<file path="src/logic/uarx_regs.vh">
// register map, field positions, reset values and timing for the uart receive block
//============================================================================
// Functional notes
// - a finished frame whose parity bit disagrees with the data parity sets the parity error flag.
// - a finished frame whose stop slot is low sets the framing error flag.
// - a frame finishing while the last byte is still unread sets the overrun error flag.
// - all error flags read zero while power or receive enable is off; a status read clears them.
// - the parity check follows the parity mode field of the operation mode register.
// - only the first stop bit is checked, whatever stop length is configured.
// - on overrun the new byte is dropped and the buffer keeps the older unread byte.
// - clock select values 0 to 10 give a base clock of the peripheral clock over 2 to that power.
// - clock select 11 takes the 8-bit timer output; other values are not to be written.
// - reset clears clock select to zero, the undivided peripheral clock.
// - every read of the error status register takes one extra wait cycle.
// - the timer source is the internal toggle, independent of the timer pin enable.
// - the error status register is read-only and its upper five bits read zero.
`ifndef UARX_REGS_VH
`define UARX_REGS_VH

//============================================================================
// register indexes (byte address is four times the index)
`define UARX_AW            18
`define UARX_IDX_OPMODE    16'hFF50
`define UARX_IDX_RXBUF     16'hFF52
`define UARX_IDX_ERRSTAT   16'hFF53
`define UARX_IDX_CLKSEL    16'hFF56
`define UARX_IDX_BAUDDIV   16'hFF57

//============================================================================
// operation mode fields
`define UARX_OM_POWER      7
`define UARX_OM_TXE        6
`define UARX_OM_RXE        5
`define UARX_OM_PAR_HI     4
`define UARX_OM_PAR_LO     3
`define UARX_OM_LEN8       2
`define UARX_OM_STOP2      1

//============================================================================
// error status fields
`define UARX_ES_PE         2
`define UARX_ES_FE         1
`define UARX_ES_OVE        0

//============================================================================
// parity modes
`define UARX_PAR_NONE      2'h0
`define UARX_PAR_ZERO      2'h1
`define UARX_PAR_ODD       2'h2
`define UARX_PAR_EVEN      2'h3

//============================================================================
// reset values and clock select codes
`define UARX_RST_OPMODE    8'h00
`define UARX_RST_CLKSEL    4'h0
`define UARX_RST_BAUDDIV   8'h10
`define UARX_CS_MAXDIV     4'hA
`define UARX_CS_TIMER      4'hB
`define UARX_PRESC_W       10

`endif

</file>
<file path="src/logic/uarx_presc.v">
// free-running prescaler producing the serial base clock enable
`default_nettype none
`include "uarx_regs.vh"

module uarx_presc #(
   parameter W = `UARX_PRESC_W
) (
   input  wire       sys_clk,
   input  wire       rst_n,
   input  wire       clk_en,
   input  wire [3:0] sel,
   input  wire       timer_toggle,
   output reg        tick_r
);

   reg  [W-1:0] cnt_r;
   reg          tog_prev_r;
   reg  [W-1:0] mask;
   reg          tick_nxt;

   //=========================================================================
   // tick selection
   always @* begin
      mask = {W{1'b0}};
      if (sel != 4'h0 && sel <= `UARX_CS_MAXDIV) begin
         mask = ~({W{1'b1}} << sel);
      end
      if (sel <= `UARX_CS_MAXDIV) begin
         tick_nxt = &(cnt_r | ~mask);
      end else if (sel == `UARX_CS_TIMER) begin
         tick_nxt = timer_toggle ^ tog_prev_r;
      end else begin
         tick_nxt = 1'b0; // prohibited codes simply stall the receiver
      end
   end

   //=========================================================================
   // counter runs free so a divisor change never has to restart it
   always @(posedge sys_clk) begin
      if (!rst_n) begin
         cnt_r      <= {W{1'b0}};
         tog_prev_r <= 1'b0;
         tick_r     <= 1'b0;
      end else if (clk_en) begin
         cnt_r      <= cnt_r + {{(W-1){1'b0}}, 1'b1};
         tog_prev_r <= timer_toggle;
         tick_r     <= tick_nxt;
      end
   end

endmodule
`default_nettype wire

</file>
<file path="src/logic/uarx_top.v">
// uart receiver with error flags, base clock select and apb register slave
//
// The APB interface to the registers was decided locally.
`default_nettype none
`include "uarx_regs.vh"

module uarx_top #(
   parameter AW = `UARX_AW
) (
   input  wire          sys_clk,
   input  wire          rst_n,
   input  wire          clk_en,
   input  wire          psel,
   input  wire          penable,
   input  wire          pwrite,
   input  wire [AW-1:0] paddr,
   input  wire [31:0]   pwdata,
   input  wire [3:0]    pstrb,
   output reg  [31:0]   prdata,
   output reg           pready,
   output reg           pslverr,
   input  wire          rxd_pin,
   input  wire          timer_toggle,
   output reg           rx_frame_done_r
);

   //=========================================================================
   // state codes
   localparam [2:0] ST_IDLE  = 3'h0;
   localparam [2:0] ST_START = 3'h1;
   localparam [2:0] ST_DATA  = 3'h2;
   localparam [2:0] ST_PAR   = 3'h3;
   localparam [2:0] ST_STOP  = 3'h4;

   localparam [AW-1:0] A_OPMODE  = {`UARX_IDX_OPMODE, 2'b00};
   localparam [AW-1:0] A_RXBUF   = {`UARX_IDX_RXBUF, 2'b00};
   localparam [AW-1:0] A_ERRSTAT = {`UARX_IDX_ERRSTAT, 2'b00};
   localparam [AW-1:0] A_CLKSEL  = {`UARX_IDX_CLKSEL, 2'b00};
   localparam [AW-1:0] A_BAUDDIV = {`UARX_IDX_BAUDDIV, 2'b00};

   //=========================================================================
   // declarations
   reg  [7:0]  opmode_r;
   reg  [3:0]  clksel_r;
   reg  [7:0]  bauddiv_r;
   reg  [7:0]  rxbuf_r;
   reg         rxbuf_full_r;
   reg         pe_r;
   reg         fe_r;
   reg         ove_r;
   reg         wait_done_r;
   reg         rxd_s1_r;
   reg         rxd_s2_r;
   reg         rxd_prev_r;
   reg  [2:0]  state_r;
   reg  [7:0]  bcnt_r;
   reg  [2:0]  bit_r;
   reg  [7:0]  shift_r;
   reg         par_acc_r;
   reg         par_bit_r;

   wire        base_tick;
   wire        active;
   wire        acc;
   wire        done;
   wire        acc_first;
   wire        rd_stat;
   wire        rd_buf;
   wire        bit_evt;
   wire [1:0]  par_mode;
   wire        par_used;
   wire [2:0]  last_bit;
   wire        par_err;
   wire [7:0]  rx_data;
   wire        frame_end;

   reg         mapped;
   reg  [7:0]  rd_data;

   // next values of the flag and buffer registers
   reg         pe_nxt;
   reg         fe_nxt;
   reg         ove_nxt;
   reg  [7:0]  rxbuf_nxt;
   reg         rxbuf_full_nxt;

   //=========================================================================
   // base clock prescaler
   uarx_presc #(
      .W            (`UARX_PRESC_W)
   ) u_presc (
      .sys_clk      (sys_clk),
      .rst_n        (rst_n),
      .clk_en       (clk_en),
      .sel          (clksel_r),
      .timer_toggle (timer_toggle),
      .tick_r       (base_tick)
   );

   //=========================================================================
   // apb decode
   assign active   = opmode_r[`UARX_OM_POWER] & opmode_r[`UARX_OM_RXE];
   assign acc      = psel & penable;
   assign done     = acc & pready;
   assign acc_first = acc & ~pready;
   // status and buffer reads act at the edge that captures prdata, so a
   // frame ending during the read is never lost
   assign rd_stat  = acc_first & ~pwrite & (paddr == A_ERRSTAT) & wait_done_r;
   assign rd_buf   = acc_first & ~pwrite & (paddr == A_RXBUF);
   assign par_mode = {opmode_r[`UARX_OM_PAR_HI], opmode_r[`UARX_OM_PAR_LO]};
   assign par_used = (par_mode != `UARX_PAR_NONE);
   assign last_bit = opmode_r[`UARX_OM_LEN8] ? 3'h7 : 3'h6;

   always @* begin
      mapped  = 1'b1;
      rd_data = 8'h00;
      case (paddr)
         A_OPMODE:  rd_data = opmode_r;
         A_RXBUF:   rd_data = rxbuf_r;
         A_ERRSTAT: rd_data = {5'h00, pe_r, fe_r, ove_r};
         A_CLKSEL:  rd_data = {4'h0, clksel_r};
         A_BAUDDIV: rd_data = bauddiv_r;
         default:   mapped = 1'b0;
      endcase
   end

   //=========================================================================
   // apb handshake: answer one cycle into the access phase, two for status reads
   always @(posedge sys_clk) begin
      if (!rst_n) begin
         pready      <= 1'b0;
         pslverr     <= 1'b0;
         prdata      <= 32'h0000_0000;
         wait_done_r <= 1'b0;
      end else if (clk_en) begin
         pready  <= 1'b0;
         pslverr <= 1'b0;
         if (acc && !pready) begin
            if (!pwrite && paddr == A_ERRSTAT && !wait_done_r) begin
               wait_done_r <= 1'b1;
            end else begin
               wait_done_r <= 1'b0;
               pready      <= 1'b1;
               pslverr     <= ~mapped | (pwrite & (paddr == A_ERRSTAT | paddr == A_RXBUF));
               prdata      <= pwrite ? 32'h0000_0000 : {24'h000000, rd_data};
            end
         end
      end
   end

   //=========================================================================
   // software registers; writes land at the completing edge
   always @(posedge sys_clk) begin
      if (!rst_n) begin
         opmode_r  <= `UARX_RST_OPMODE;
         clksel_r  <= `UARX_RST_CLKSEL;
         bauddiv_r <= `UARX_RST_BAUDDIV;
      end else if (clk_en && done && pwrite && pstrb[0]) begin
         if (paddr == A_OPMODE) begin
            opmode_r <= pwdata[7:0];
         end
         if (paddr == A_CLKSEL) begin
            clksel_r <= pwdata[3:0];
         end
         if (paddr == A_BAUDDIV) begin
            bauddiv_r <= pwdata[7:0];
         end
      end
   end

   //=========================================================================
   // serial input synchroniser
   always @(posedge sys_clk) begin
      if (!rst_n) begin
         rxd_s1_r   <= 1'b1;
         rxd_s2_r   <= 1'b1;
         rxd_prev_r <= 1'b1;
      end else if (clk_en) begin
         rxd_s1_r   <= rxd_pin;
         rxd_s2_r   <= rxd_s1_r;
         rxd_prev_r <= rxd_s2_r;
      end
   end

   //=========================================================================
   // receive sequencer; bit period is bauddiv base ticks, sampled mid-bit
   assign bit_evt   = base_tick & (bcnt_r == 8'h00);
   assign frame_end = (state_r == ST_STOP) & bit_evt;
   assign rx_data   = opmode_r[`UARX_OM_LEN8] ? shift_r : {1'b0, shift_r[7:1]};
   assign par_err   = ((par_mode == `UARX_PAR_ODD) & ~(par_acc_r ^ par_bit_r))
                    | ((par_mode == `UARX_PAR_EVEN) & (par_acc_r ^ par_bit_r));

   always @(posedge sys_clk) begin
      if (!rst_n) begin
         state_r   <= ST_IDLE;
         bcnt_r    <= 8'h00;
         bit_r     <= 3'h0;
         shift_r   <= 8'h00;
         par_acc_r <= 1'b0;
         par_bit_r <= 1'b0;
      end else if (clk_en) begin
         if (base_tick) begin
            bcnt_r <= (bcnt_r == 8'h00) ? bauddiv_r - 8'h01 : bcnt_r - 8'h01;
         end
         if (!active) begin
            state_r <= ST_IDLE;
         end else begin
            case (state_r)
               ST_IDLE: begin
                  if (rxd_prev_r && !rxd_s2_r) begin
                     bcnt_r    <= {1'b0, bauddiv_r[7:1]};
                     bit_r     <= 3'h0;
                     par_acc_r <= 1'b0;
                     state_r   <= ST_START;
                  end
               end
               ST_START: begin
                  if (bit_evt) begin
                     state_r <= rxd_s2_r ? ST_IDLE : ST_DATA; // short glitches are dropped
                  end
               end
               ST_DATA: begin
                  if (bit_evt) begin
                     shift_r   <= {rxd_s2_r, shift_r[7:1]};
                     par_acc_r <= par_acc_r ^ rxd_s2_r;
                     bit_r     <= bit_r + 3'h1;
                     if (bit_r == last_bit) begin
                        state_r <= par_used ? ST_PAR : ST_STOP;
                     end
                  end
               end
               ST_PAR: begin
                  if (bit_evt) begin
                     par_bit_r <= rxd_s2_r;
                     state_r   <= ST_STOP;
                  end
               end
               ST_STOP: begin
                  if (bit_evt) begin
                     state_r <= ST_IDLE;
                  end
               end
               default: state_r <= ST_IDLE;
            endcase
         end
      end
   end

   //=========================================================================
   // flag and buffer next values; a new error beats a same-cycle clear
   always @* begin
      pe_nxt         = pe_r;
      fe_nxt         = fe_r;
      ove_nxt        = ove_r;
      rxbuf_nxt      = rxbuf_r;
      rxbuf_full_nxt = rxbuf_full_r;
      if (!active) begin
         pe_nxt         = 1'b0;
         fe_nxt         = 1'b0;
         ove_nxt        = 1'b0;
         rxbuf_full_nxt = 1'b0;
      end else begin
         if (rd_stat) begin
            pe_nxt  = 1'b0;
            fe_nxt  = 1'b0;
            ove_nxt = 1'b0;
         end
         if (rd_buf) begin
            rxbuf_full_nxt = 1'b0;
         end
         if (frame_end && par_err) begin
            pe_nxt = 1'b1;
         end
         if (frame_end && !rxd_s2_r) begin
            fe_nxt = 1'b1;
         end
         if (frame_end && rxbuf_full_r && !rd_buf) begin
            ove_nxt = 1'b1;
         end else if (frame_end) begin
            rxbuf_nxt      = rx_data;
            rxbuf_full_nxt = 1'b1;
         end
      end
   end

   //=========================================================================
   // receive buffer and error flag registers
   always @(posedge sys_clk) begin
      if (!rst_n) begin
         rxbuf_r         <= 8'h00;
         rxbuf_full_r    <= 1'b0;
         pe_r            <= 1'b0;
         fe_r            <= 1'b0;
         ove_r           <= 1'b0;
         rx_frame_done_r <= 1'b0;
      end else if (clk_en) begin
         rx_frame_done_r <= frame_end & active; // no completion pulse once disabled
         pe_r            <= pe_nxt;
         fe_r            <= fe_nxt;
         ove_r           <= ove_nxt;
         rxbuf_r         <= rxbuf_nxt;
         rxbuf_full_r    <= rxbuf_full_nxt;
      end
   end

endmodule
`default_nettype wire

</file>
<file path="config.mk">
export PLATFORM = sky130hd
export DESIGN_NAME = uarx_top
export DESIGN_NICKNAME = d
export VERILOG_FILES = /design/src/logic/uarx_presc.v /design/src/logic/uarx_top.v
export VERILOG_INCLUDE_DIRS = /design/src /design/src/logic
export SDC_FILE = /design/constraint.sdc
export NUM_CORES = 1
export LEC_CHECK = 0
export ABC_AREA = 1
export BUFFER_PORTS_ARGS = -buffer_cell sky130_fd_sc_hd__buf_2
export CAP_MARGIN = 30
export CORE_MARGIN = 3
export CORE_UTILIZATION = 45
export DETAILED_ROUTE_END_ITERATION = 10
export PLACE_DENSITY_LB_ADDON = 0.2
export SETUP_SLACK_MARGIN = 0.5
export SLEW_MARGIN = 25
export SYNTH_ARGS = -nofsm -noshare
export SYNTH_HDL_FRONTEND = slang
export SYNTH_SLANG_ARGS = --single-unit
</file>
<file path="constraint.sdc">
create_clock -name sys_clk -period 2.3 [get_ports sys_clk]
set_clock_uncertainty 0.15 [all_clocks]
set_input_delay 0.69 -clock sys_clk [delete_from_list [all_inputs] [get_ports sys_clk]]
set_output_delay 0.69 -clock sys_clk [all_outputs]
set_load 0.005 [all_outputs]
</file>
==> results by group, run 1 <==
Run status
  – Status: finished clean

Critical path
  – Startpoint Class: flop
  – Slowest CP cell: dfxtp_2
  – Max incr delay on CP: ~350 ps
  – Reg-to-reg slack, setup: 420 ps
  – Crit-path cells: nor2_1 > nand2_1 > nor2_4 > buf_6 > a21oi_4 > ha_4 > inv_2 > nor2_4 > nand3_2 > nand2_1 > nand3_1 > nand2_1 > a21oi_1
  – Max FO, Critical Path: 8
  – FF-to-FF Start: bcnt_r[7]
  – CP Data Arrival Time: 1980 ps
  – CP Class: reg2reg
  – Crit-path most repeated cell: nand2_1
  – Worst Setup End Kind: flop
  – Worst reg2reg path depth: 13
  – Worst r2r dst: bcnt_r[6]
  – Worst Path Required: 2400 ps

Synth
  – Syn Area/Cell: 6.67 µm²
  – Seq/Total Area, Yosys: 37.5%
  – Syn Std Cell Area: 4430 µm²
  – Number of synthesized flops with an enable pin: 0
  – Primary FF master, synth: dfxtp_1
  – Async S/R FF share, synth: 0%
  – Area contributors post-synth: dfxtp_1 (38%), nand2_1 (12%), nor2_1 (7.6%)
  – Largest area contributor in the netlist: dfxtp_1
  – Cells after synthesis: 664
  – Post-synth top area share: a little under two fifths
  – Number of different library cells in the post-synthesis netlist: 37
  – Flop and latch count out of synthesis: 83
  – Synthesis Warnings: 0

Placed design
  – Post-DP HPWL: a little under 9 mm
  – Cells after DPL: 848
  – Port bufs: 45
  – GPL Wtd Cong: 0.892

Final layout
  – FILL cells: 883
  – Final net count: 825
  – Fraction of layout cells with a size suffix above 1: 30.2%
  – Post-layout util: between 60% and 70%
  – Area growth, synth to finish: 33.0%
  – Fin cells: 894
  – N_diodes: 0

Timing
  – Crit share post-route: 81.6%
  – Total negative slack: 0 ps
  – Final-report setup violation count: 0
  – Final min period: 1880 ps
  – Max Fclk: 533 MHz
  – RSZ-0062 raised after global routing: yes
  – Final Max Tran Viols: 0
  – Final Hold Viols: 0

Floorplanning
  – CORE AREA: 9420 µm²
  – Rows: 35
  – Die footprint: 11100 µm²
  – Top Ports: 97
  – Die width: 105 µm
  – Die Y: ~110 µm
  – Initial core utilization: 47.0%

Pwr
  – Pwr dens: approximately 530 nW/µm²
  – Static Leak: 0.00254 µW
  – Highest ir drop seen on vdd: 385 µV

Clock tree
  – CTS Buf Count: 9
  – CTS H-Tree Depth: 3
  – CTS Hold Bufs: 0
  – Sink Count: 83
  – Clk buf depth: 2
  – Worst-Skew Late Latency: about 360 ps
  – TritonCTS clock tree: done
  – Clock tree root buffer cell: clkbuf_8
  – Clock slew at reported path FFs: 90 ps

Global routing
  – First-pass GRT wire length: 19.5 mm
  – Largest net degree at the start of global routing: 19
  – Global route total overflow: 0
  – Initial antenna violation count: 0
  – Vias in the first global route: 4043
  – Tot GR Track Use: 21.4%

Run
  – Max-cap violations: 0

Worst hold path
  – Hold WC Path Type: reg2reg
  – Hold Path End: prdata[7]
  – Min-Delay Path Depth: 2
  – Hold path startpoint: prdata[7]

Route
  – Drt first pass iters: 5
  – Metal2 WL: 6.09 mm
  – Vias: 4613
  – Met1 Routed Length: 5.81 mm
  – Residual DRC: 0
  – WL final: 12.8 mm
  – WL/cell: between 10 and 15 µm
  – Routed met3 length: 602 µm
  – Initial detailed-routing violation count: ~340
  – Vias per cell: 5.16
  – Top layer in use: met4
  – ANT nets after route: 0
==> area by class of cell <==
class	instances	area, µm²	share of cell area [%]
multi-input cells	483	2730	46.3
flip-flops and latches	83	1680	28.4
repair buffers	101	747	12.7
inverters	82	354	6.01
well taps	129	161	2.74
clock buffers	11	141	2.40
clock inverters	5	83.8	1.42
==> synth_stat cells (2+ instances only) <==
cell,instances
o21ai_0,56
ha_1,3
nor2_1,90
o211ai_1,2
dfxtp_1,83
nor3_1,12
a21oi_1,55
buf_4,25
nand3_2,2
nand4_1,12
nand3_1,29
inv_2,4
a221oi_1,2
a211oi_1,12
inv_1,78
nand2_1,146
o221ai_1,4
nor4_1,2
a211oi_2,3
clkbuf_1,13
buf_2,2
a31oi_1,2
o22ai_1,2
o21bai_1,3
nand2_2,3
xor2_1,4
nor2_2,5
==> worst max path at each step <==
stage | cells past startpoint | endpoint | startpoint | slack [ps]
floorplan | 9 | prdata[0] | paddr[5] | 220
global placement | 10 | prdata[3] | paddr[4] | 40
detailed placement | 10 | prdata[0] | paddr[4] | 10
CTS | 11 | prdata[6] | paddr[7] | 460
global route | 12 | bcnt_r[6] | bcnt_r[7] | 300
finish | 13 | bcnt_r[6] | bcnt_r[7] | 420
==> registers in the layout, summed over array words and instances, names as in the netlist, 3 cells and up <==
register and cells:
bauddiv_r 8, bcnt_r 8, bit_r 3, clksel_r 4
opmode_r 8, prdata 8, rxbuf_r 8, shift_r 8
state_r 3, u_presc.cnt_r 10
==> cells in the final DEF (no fill, tap or decap), drive strengths merged, types with 3 or more instances in the layout <==
cell | Yosys | routed
a211oi | 15 | 15
a21oi | 55 | 55
buf | 28 | 101
clkbuf | 13 | 11
clkinvlp | 0 | 3
conb | 1 | 24
dfxtp | 83 | 83
ha | 3 | 3
inv | 82 | 82
nand2 | 149 | 151
nand3 | 31 | 31
nand4 | 12 | 12
nor2 | 96 | 96
nor3 | 13 | 13
nor4 | 3 | 3
o21ai | 57 | 57
o21bai | 3 | 3
o221ai | 4 | 4
xor2 | 4 | 4
==> through the flow <==
step                      setup WS [ps]  hold WS, ps  cell area [µm²]  power (µW)
final                               422          304             5890        3150
after CTS                           464          306             5450        3080
after global routing                303          324             5890        3270
after global placement             39.1          286             5000        1850
after floorplan                     224          279             4670        1760
after detailed placement           13.6          289             5000        1850
==> what timing repair did <==
| item | CTS | global route |
|---|---|---|
| cloned | 0 | 3 |
| setup endpoints to repair | 51 | 62 |
| gates resized for setup | 37 | 98 |
| endpoints found under the hold margin | 0 | 0 |
| buffers inserted | 15 | 12 |
| pin swaps | 13 | 20 |
==> kinds of logic (layout without fill, tap and decap cells) <==
family / after synthesis / in the layout / synth area share, %
AOI/OAI and AO/OA: 144 / 144 / 18.5
xor gates and xnor gates: 5 / 5 / 0.989
adders and majority gates: 3 / 3 / 0.848
buffers and inverters: 123 / 199 / 12.6
DFF: 83 / 83 / 37.5
other: 1 / 24 / 0.0847
and+or+nand+nor: 305 / 307 / 29.4
==> metal layers <==
layer | GRT usage (%) | vias to the layer above
li1 | - | 2322
met1 | 29.4 | 2144
met2 | 34.2 | 129
met3 | 3.37 | 18
met4 | 7.40 | 0
met5 | 0 | -
==> critical path: cells and delay by family (launching register included) <==
kind	cells	cell delay [ps]
AO/OA/AOI/OAI	2	240
buffers and inverters	2	180
flip-flops	1	350
AND/OR/NAND/NOR	8	690
adder cells (fa/ha/maj)	1	170
==> report_power, final <==
part	leakage [µW]	switching, µW	total, µW	internal (µW)
sequential	0.000676	22.2	1480	1460
clock	0.000106	558	1200	646
combinational	0.00175	275	462	187
total	0.00254	856	3150	2290
Power figures use the tool's default switching activity.
==> run 2, diff against run 1 <==
--- a/config.mk
+++ b/config.mk
@@ -6,7 +6,7 @@
 export SDC_FILE = /design/constraint.sdc
 export NUM_CORES = 1
 export LEC_CHECK = 0
-export ABC_AREA = 1
+export ABC_AREA = 0
 export BUFFER_PORTS_ARGS = -buffer_cell sky130_fd_sc_hd__buf_2
 export CAP_MARGIN = 30
 export CORE_MARGIN = 3
==> constraint.sdc (replaced) <==
create_clock -name sys_clk -period 1.8 [get_ports sys_clk]
set_clock_uncertainty 0.15 [all_clocks]
set_input_delay 0.54 -clock sys_clk [delete_from_list [all_inputs] [get_ports sys_clk]]
set_output_delay 0.54 -clock sys_clk [all_outputs]
set_load 0.005 [all_outputs]
==> results by group, run 2 <==
Synth
  – Most common cell in the netlist: dfxtp_1
  – Commonest cells post-synth: dfxtp_1 (83), nand2_1 (68), nor2_1 (53)
  – Synthesis Warnings: 0
  – Seq/Total Area, Yosys: 35.0%
  – Syn Area/Cell: between 8 and 9 µm²
  – Number of synthesized flops with an enable pin: 0
  – Flop and latch count out of synthesis: 83
  – Post-synth top area share: 35.0%
  – Cells after synthesis: between 500 and 600
  – Syn Std Cell Area: 4750 µm²
  – Async S/R FF share, synth: 0%
  – Largest area contributor in the netlist: dfxtp_1
  – Number of different library cells in the post-synthesis netlist: 78
  – Area contributors post-synth: dfxtp_1 (35%), nand2_1 (5.4%), mux2i_1 (4.8%)
  – Primary FF master, synth: dfxtp_1

Timing
  – Final Hold Viols: 0
  – Final min period: 2040 ps
  – Final-report setup violation count: 59
  – Crit share post-route: 114%
  – Max Fclk: 489 MHz
  – Final Max Tran Viols: 0
  – Setup ws final: -244 ps
  – RSZ-0062 raised after global routing: yes

Critical path
  – Startpoint Class: flop
  – Reg-to-reg slack, setup: -240 ps
  – Worst setup path end: bcnt_r[6]
  – Worst Setup End Kind: flop
  – Worst reg2reg path depth: 9
  – Critical Path Source: bcnt_r[4]
  – CP Class: reg2reg
  – Worst Path Required: between 1500 and 2000 ps
  – CP Data Arrival Time: 2190 ps
  – Worst r2r dst: bcnt_r[6]
  – FF-to-FF Start: bcnt_r[4]
  – Max FO, Critical Path: 3

Final layout
  – Post-layout util: approximately two thirds
  – Fraction of layout cells with a size suffix above 1: 43.9%
  – Area growth, synth to finish: 39.9%
  – Area of the multi-input gates: 3200 µm²
  – N_diodes: 0
  – Commonest non-fill, non-tap cells in the layout: buf_4 (85), nand2_1 (64), dfxtp_1 (50)
  – Storage cell area: approximately 1700 µm²
  – Most flop-heavy register: u_presc.cnt_r
  – FILL cells: just under 800
  – Final net count: about 750
  – Max reg flops: 10
  – Most common cell after layout, fill and taps aside: buf_4

Route
  – ANT nets after route: 0
  – Residual DRC: 0
  – WL final: 13.8 mm
  – WL/cell: 16.7 µm
  – Routed met3 length: 862 µm
  – Vias: 4742
  – Drt first pass iters: 6
  – Top layer in use: met4
  – Metal2 WL: 6.48 mm
  – Initial detailed-routing violation count: 248
  – Met1 Routed Length: 6.12 mm
  – Vias per cell: roughly 5.7

Pwr
  – Register share of total power: 48.9%
  – Highest ir drop seen on vdd: 319 µV
  – Int Pwr: 2750 µW
  – Pwr dens: 580 nW/µm²
  – Static Leak: between 0.002 and 0.003 µW
  – Comb power frac: approximately 18%
  – Sw Pwr: approximately 1100 µW
  – Sw Share: between 20% and 30%
  – Clk pwr share: 32.7%

Clock tree
  – Clock slew at reported path FFs: 90 ps
  – Worst-Skew Late Latency: 360 ps
  – Sink Count: slightly above 80
  – Clock tree root buffer cell: clkbuf_8
  – CTS Buf Count: 9
  – Clk buf depth: 2
  – CTS H-Tree Depth: 3
  – TritonCTS clock tree: done

Floorplanning
  – Die footprint: between 10000 and 15000 µm²
  – Rows: 36
  – Die Y: between 100 and 150 µm
  – Top Ports: 97
  – Die width: 109 µm
  – Initial core utilization: a little under half
  – CORE AREA: 10000 µm²

Run
  – Max-cap violations: 0

Worst hold path
  – Hold WC Path Type: in2reg

Global routing
  – Tot GR Track Use: 23.8%
  – Largest net degree at the start of global routing: 65
  – Global route total overflow: 0
  – First-pass GRT wire length: ~22 mm
  – Initial antenna violation count: 0
  – Vias in the first global route: 4504

Run status
  – Violated checks: negative setup slack
  – Status: finished with violations

Placed design
  – DP Worst Slack: -510 ps
  – Port bufs: 45
  – Post-DP HPWL: between 9 and 10 mm
  – GPL Wtd Cong: 0.918
[run 2: metal layers]
layer	up-vias	track usage, %
li1	2263	-
met1	2279	30.9
met2	167	39.1
met3	33	5.03
met4	0	8.48
met5	-	0
[run 2: kinds of logic after synthesis]
family                   share of synthesized area, %
other                                          0.0790
buffers and inverters                            9.09
XOR/XNOR                                         2.95
adder cells (fa/ha/maj)                         0.790
AND/OR/NAND/NOR                                  25.4
multiplexers                                     8.17
flip-flops                                       35.0
AO/OA/AOI/OAI                                    18.6
[run 2: stage by stage]
step	TNS, ps	area (µm²)	power, µW	hold WS, ps	cells
2_1_floorplan	-13940	5090	2310	285	577
3_3_place_gp	-21470	5610	2450	296	772
3_5_place_dp	-22080	5610	2460	301	772
4_1_cts	-3970	6390	3820	248	818
5_1_grt	-8020	6640	4010	276	827
6_report	-4510	6640	3850	251	827
[run 2: repair_timing]
action / 4_1_cts / 5_1_grt
gates resized for setup: 92 / 43
setup buffers: 28 / 9
hold buffers: 0 / 0
gates cloned: 2 / 0
pin swaps: 46 / 22
endpoints found under the setup margin: 87 / 91
[run 2: worst min-delay path by stage]
stage,startpoint,endpoint,cells past startpoint
floorplan,rxbuf_r[0],rxbuf_r[0],2
global placement,shift_r[0],shift_r[0],2
detailed placement,pslverr,pslverr,2
CTS,rxd_pin,rxd_s1_r,3
global route,rxd_pin,rxd_s1_r,3
finish,rxd_pin,rxd_s1_r,3
[run 2: power groups by stage]
stage               registers, µW  logic, µW  clock network, µW
finish                       1880        709               1260
floorplan                    1930        380                  0
global route                 1890        761               1360
detailed placement           1930        531                  0
global placement             1930        522                  0
CTS                          1890        663               1270
[run 2: final cells by class]
cell class / count / share of cell area (%)
timing repair buffer: 159 / 20.2
clock buffer: 11 / 2.13
tap: 133 / 2.50
inverter: 10 / 0.621
multi-input combinational: 426 / 48.1
clock inverter: 5 / 0.565
sequential: 83 / 25.9
[run 2: critical path, stage by stage (launching register included)]
cell       delay (ps)
dfxtp_4           380
nor4_4             50
and2_4            180
a21oi_4           150
ha_4              170
nand2b_4           70
or4_1             410
o211ai_1          170
o2111ai_1         120
a21oi_1           120
==> run 3, diff against run 2 <==
--- a/config.mk
+++ b/config.mk
@@ -13,6 +13,7 @@
 export CORE_UTILIZATION = 45
 export DETAILED_ROUTE_END_ITERATION = 10
 export PLACE_DENSITY_LB_ADDON = 0.2
+export RECOVER_POWER = 25
 export SETUP_SLACK_MARGIN = 0.5
 export SLEW_MARGIN = 25
 export SYNTH_ARGS = -nofsm -noshare
==> results by group, run 3 (same netlist as run 2, synthesis figures left out) <==
Clock tree
  – Clk buf depth: 2
  – Clock slew at reported path FFs: 90 ps
  – CTS Hold Bufs: 0
  – TritonCTS clock tree: done
  – CTS H-Tree Depth: 3
  – Clock tree root buffer cell: clkbuf_8
  – Worst-Skew Late Latency: ~360 ps
  – Sink Count: 83
  – CTS Buf Count: 9

Critical path
  – Worst Path Required: 1940 ps
  – Max FO, Critical Path: 3
  – CP Class: reg2reg
  – Worst Setup End Kind: flop
  – CP Data Arrival Time: 2190 ps
  – Startpoint Class: flop

Route
  – Residual DRC: 0
  – Initial detailed-routing violation count: around 250
  – Vias: 4710
  – WL final: 13.8 mm
  – Drt first pass iters: 5
  – Vias per cell: around 5.7
  – ANT nets after route: 0
  – WL/cell: 16.7 µm

Final layout
  – Post-layout util: 66.2%
  – Fraction of layout cells with a size suffix above 1: 43.5%
  – Final net count: 754
  – Area growth, synth to finish: 39.4%
  – Final instance area: 6620 µm²
  – Most flop-heavy register: u_presc.cnt_r
  – Most common cell after layout, fill and taps aside: buf_4
  – Fin cells: 827
  – N_diodes: 0
  – Commonest non-fill, non-tap cells in the layout: buf_4 (84), nand2_1 (64), dfxtp_1 (50)
  – Max reg flops: 10

Global routing
  – Tot GR Track Use: roughly a quarter
  – Vias in the first global route: about 4500
  – First-pass GRT wire length: roughly 22 mm
  – Global route total overflow: 0
  – Largest net degree at the start of global routing: 65
  – Initial antenna violation count: 0

Pwr
  – Pwr dens: a little under 600 nW/µm²
  – Static Leak: 0.00273 µW
  – Overall power: approximately 3800 µW
  – Highest ir drop seen on vdd: 316 µV

Floorplanning
  – Die footprint: 11800 µm²
  – Die width: ~110 µm
  – Initial core utilization: between 40 and 50%
  – Rows: 36
  – Top Ports: slightly below 100
  – Die Y: 109 µm
  – CORE AREA: between 9000 and 10000 µm²

Placed design
  – Post-DP HPWL: roughly 9.6 mm
  – Cells after DPL: 772
  – GPL Wtd Cong: 0.918
  – Placed Area: between 5000 and 6000 µm²
  – Port bufs: 45

Timing
  – Crit share post-route: 114%
  – Final min period: just over 2000 ps
  – Final Hold Viols: 0
  – Final Max Tran Viols: 0
  – Total negative slack: -4490 ps
  – Setup ws final: -245 ps
  – Final-report setup violation count: approximately 60
  – Max Fclk: 489 MHz
  – RSZ-0062 raised after global routing: yes

Run status
  – Violated checks: negative setup slack
  – Status: finished with violations

Run
  – Max-cap violations: 0

Worst hold path
  – Hold WC Path Type: in2reg
run 3: changes by cell type in the layout (fill, tap and decap cells not counted), sizes merged:
| cell | change |
|---|---|
| clkbuf | +3 |
| buf | -3 |
run 3: timing repair:
action                                  CTS  global route
pin swaps                                46            22
cloned                                    2             0
resized for setup                        92            43
setup buffers                            28             9
endpoints found under the setup margin   87            91
run 3: cell type report:
class                   instances  area [µm²]
flip-flops and latches         83        1720
clock buffers                  11         141
well taps                     133         166
repair buffers                159        1320
inverters                      10        38.8
fillers                       801        3380
multi-input cells             426        3200
clock inverters                 5        37.5
run 3: path summary, 6_finish.rpt:
path,cells past startpoint,start,slack [ps],to
setup / recovery,9,bcnt_r[4],-240,bcnt_r[6]
hold / removal,3,rxd_pin,250,rxd_s1_r
setup reg to reg,9,bcnt_r[4],-240,bcnt_r[6]
hold reg to reg,2,shift_r[0],320,shift_r[0]
run 3: per-layer routing:
metal / GRT usage (%) / vias up / share of wire (%)
met5: 0 / - / 0
met1: 30.9 / 2265 / 44
met3: 5.03 / 31 / 6.0
met2: 39.1 / 153 / 47
met4: 8.48 / 0 / 2.5
li1: - / 2261 / -
run 3: report_power, final:
group | switching (µW) | leakage [µW] | total, µW | internal (µW)
registers | 27.0 | 0.000689 | 1880 | 1860
logic | 359 | 0.00195 | 701 | 342
clock network | 716 | 0.0000859 | 1260 | 545
total | 1100 | 0.00273 | 3850 | 2740
run 3: worst max-delay path: stages (launching register included):
cell and delay, ps:
dfxtp_4 380, nor4_4 50, and2_4 180, a21oi_4 160, ha_4 170, nand2b_4 70, or4_1 410, o211ai_1 170
o2111ai_1 120, a21oi_1 130
run 3: stage by stage:
| step | hold slack, ps | worst slack, ps |
|---|---|---|
| after global placement | 296 | -511 |
| after CTS | 248 | -215 |
| after global routing | 276 | -297 |
| after detailed placement | 301 | -510 |
| final | 249 | -245 |
| after floorplan | 285 | -424 |
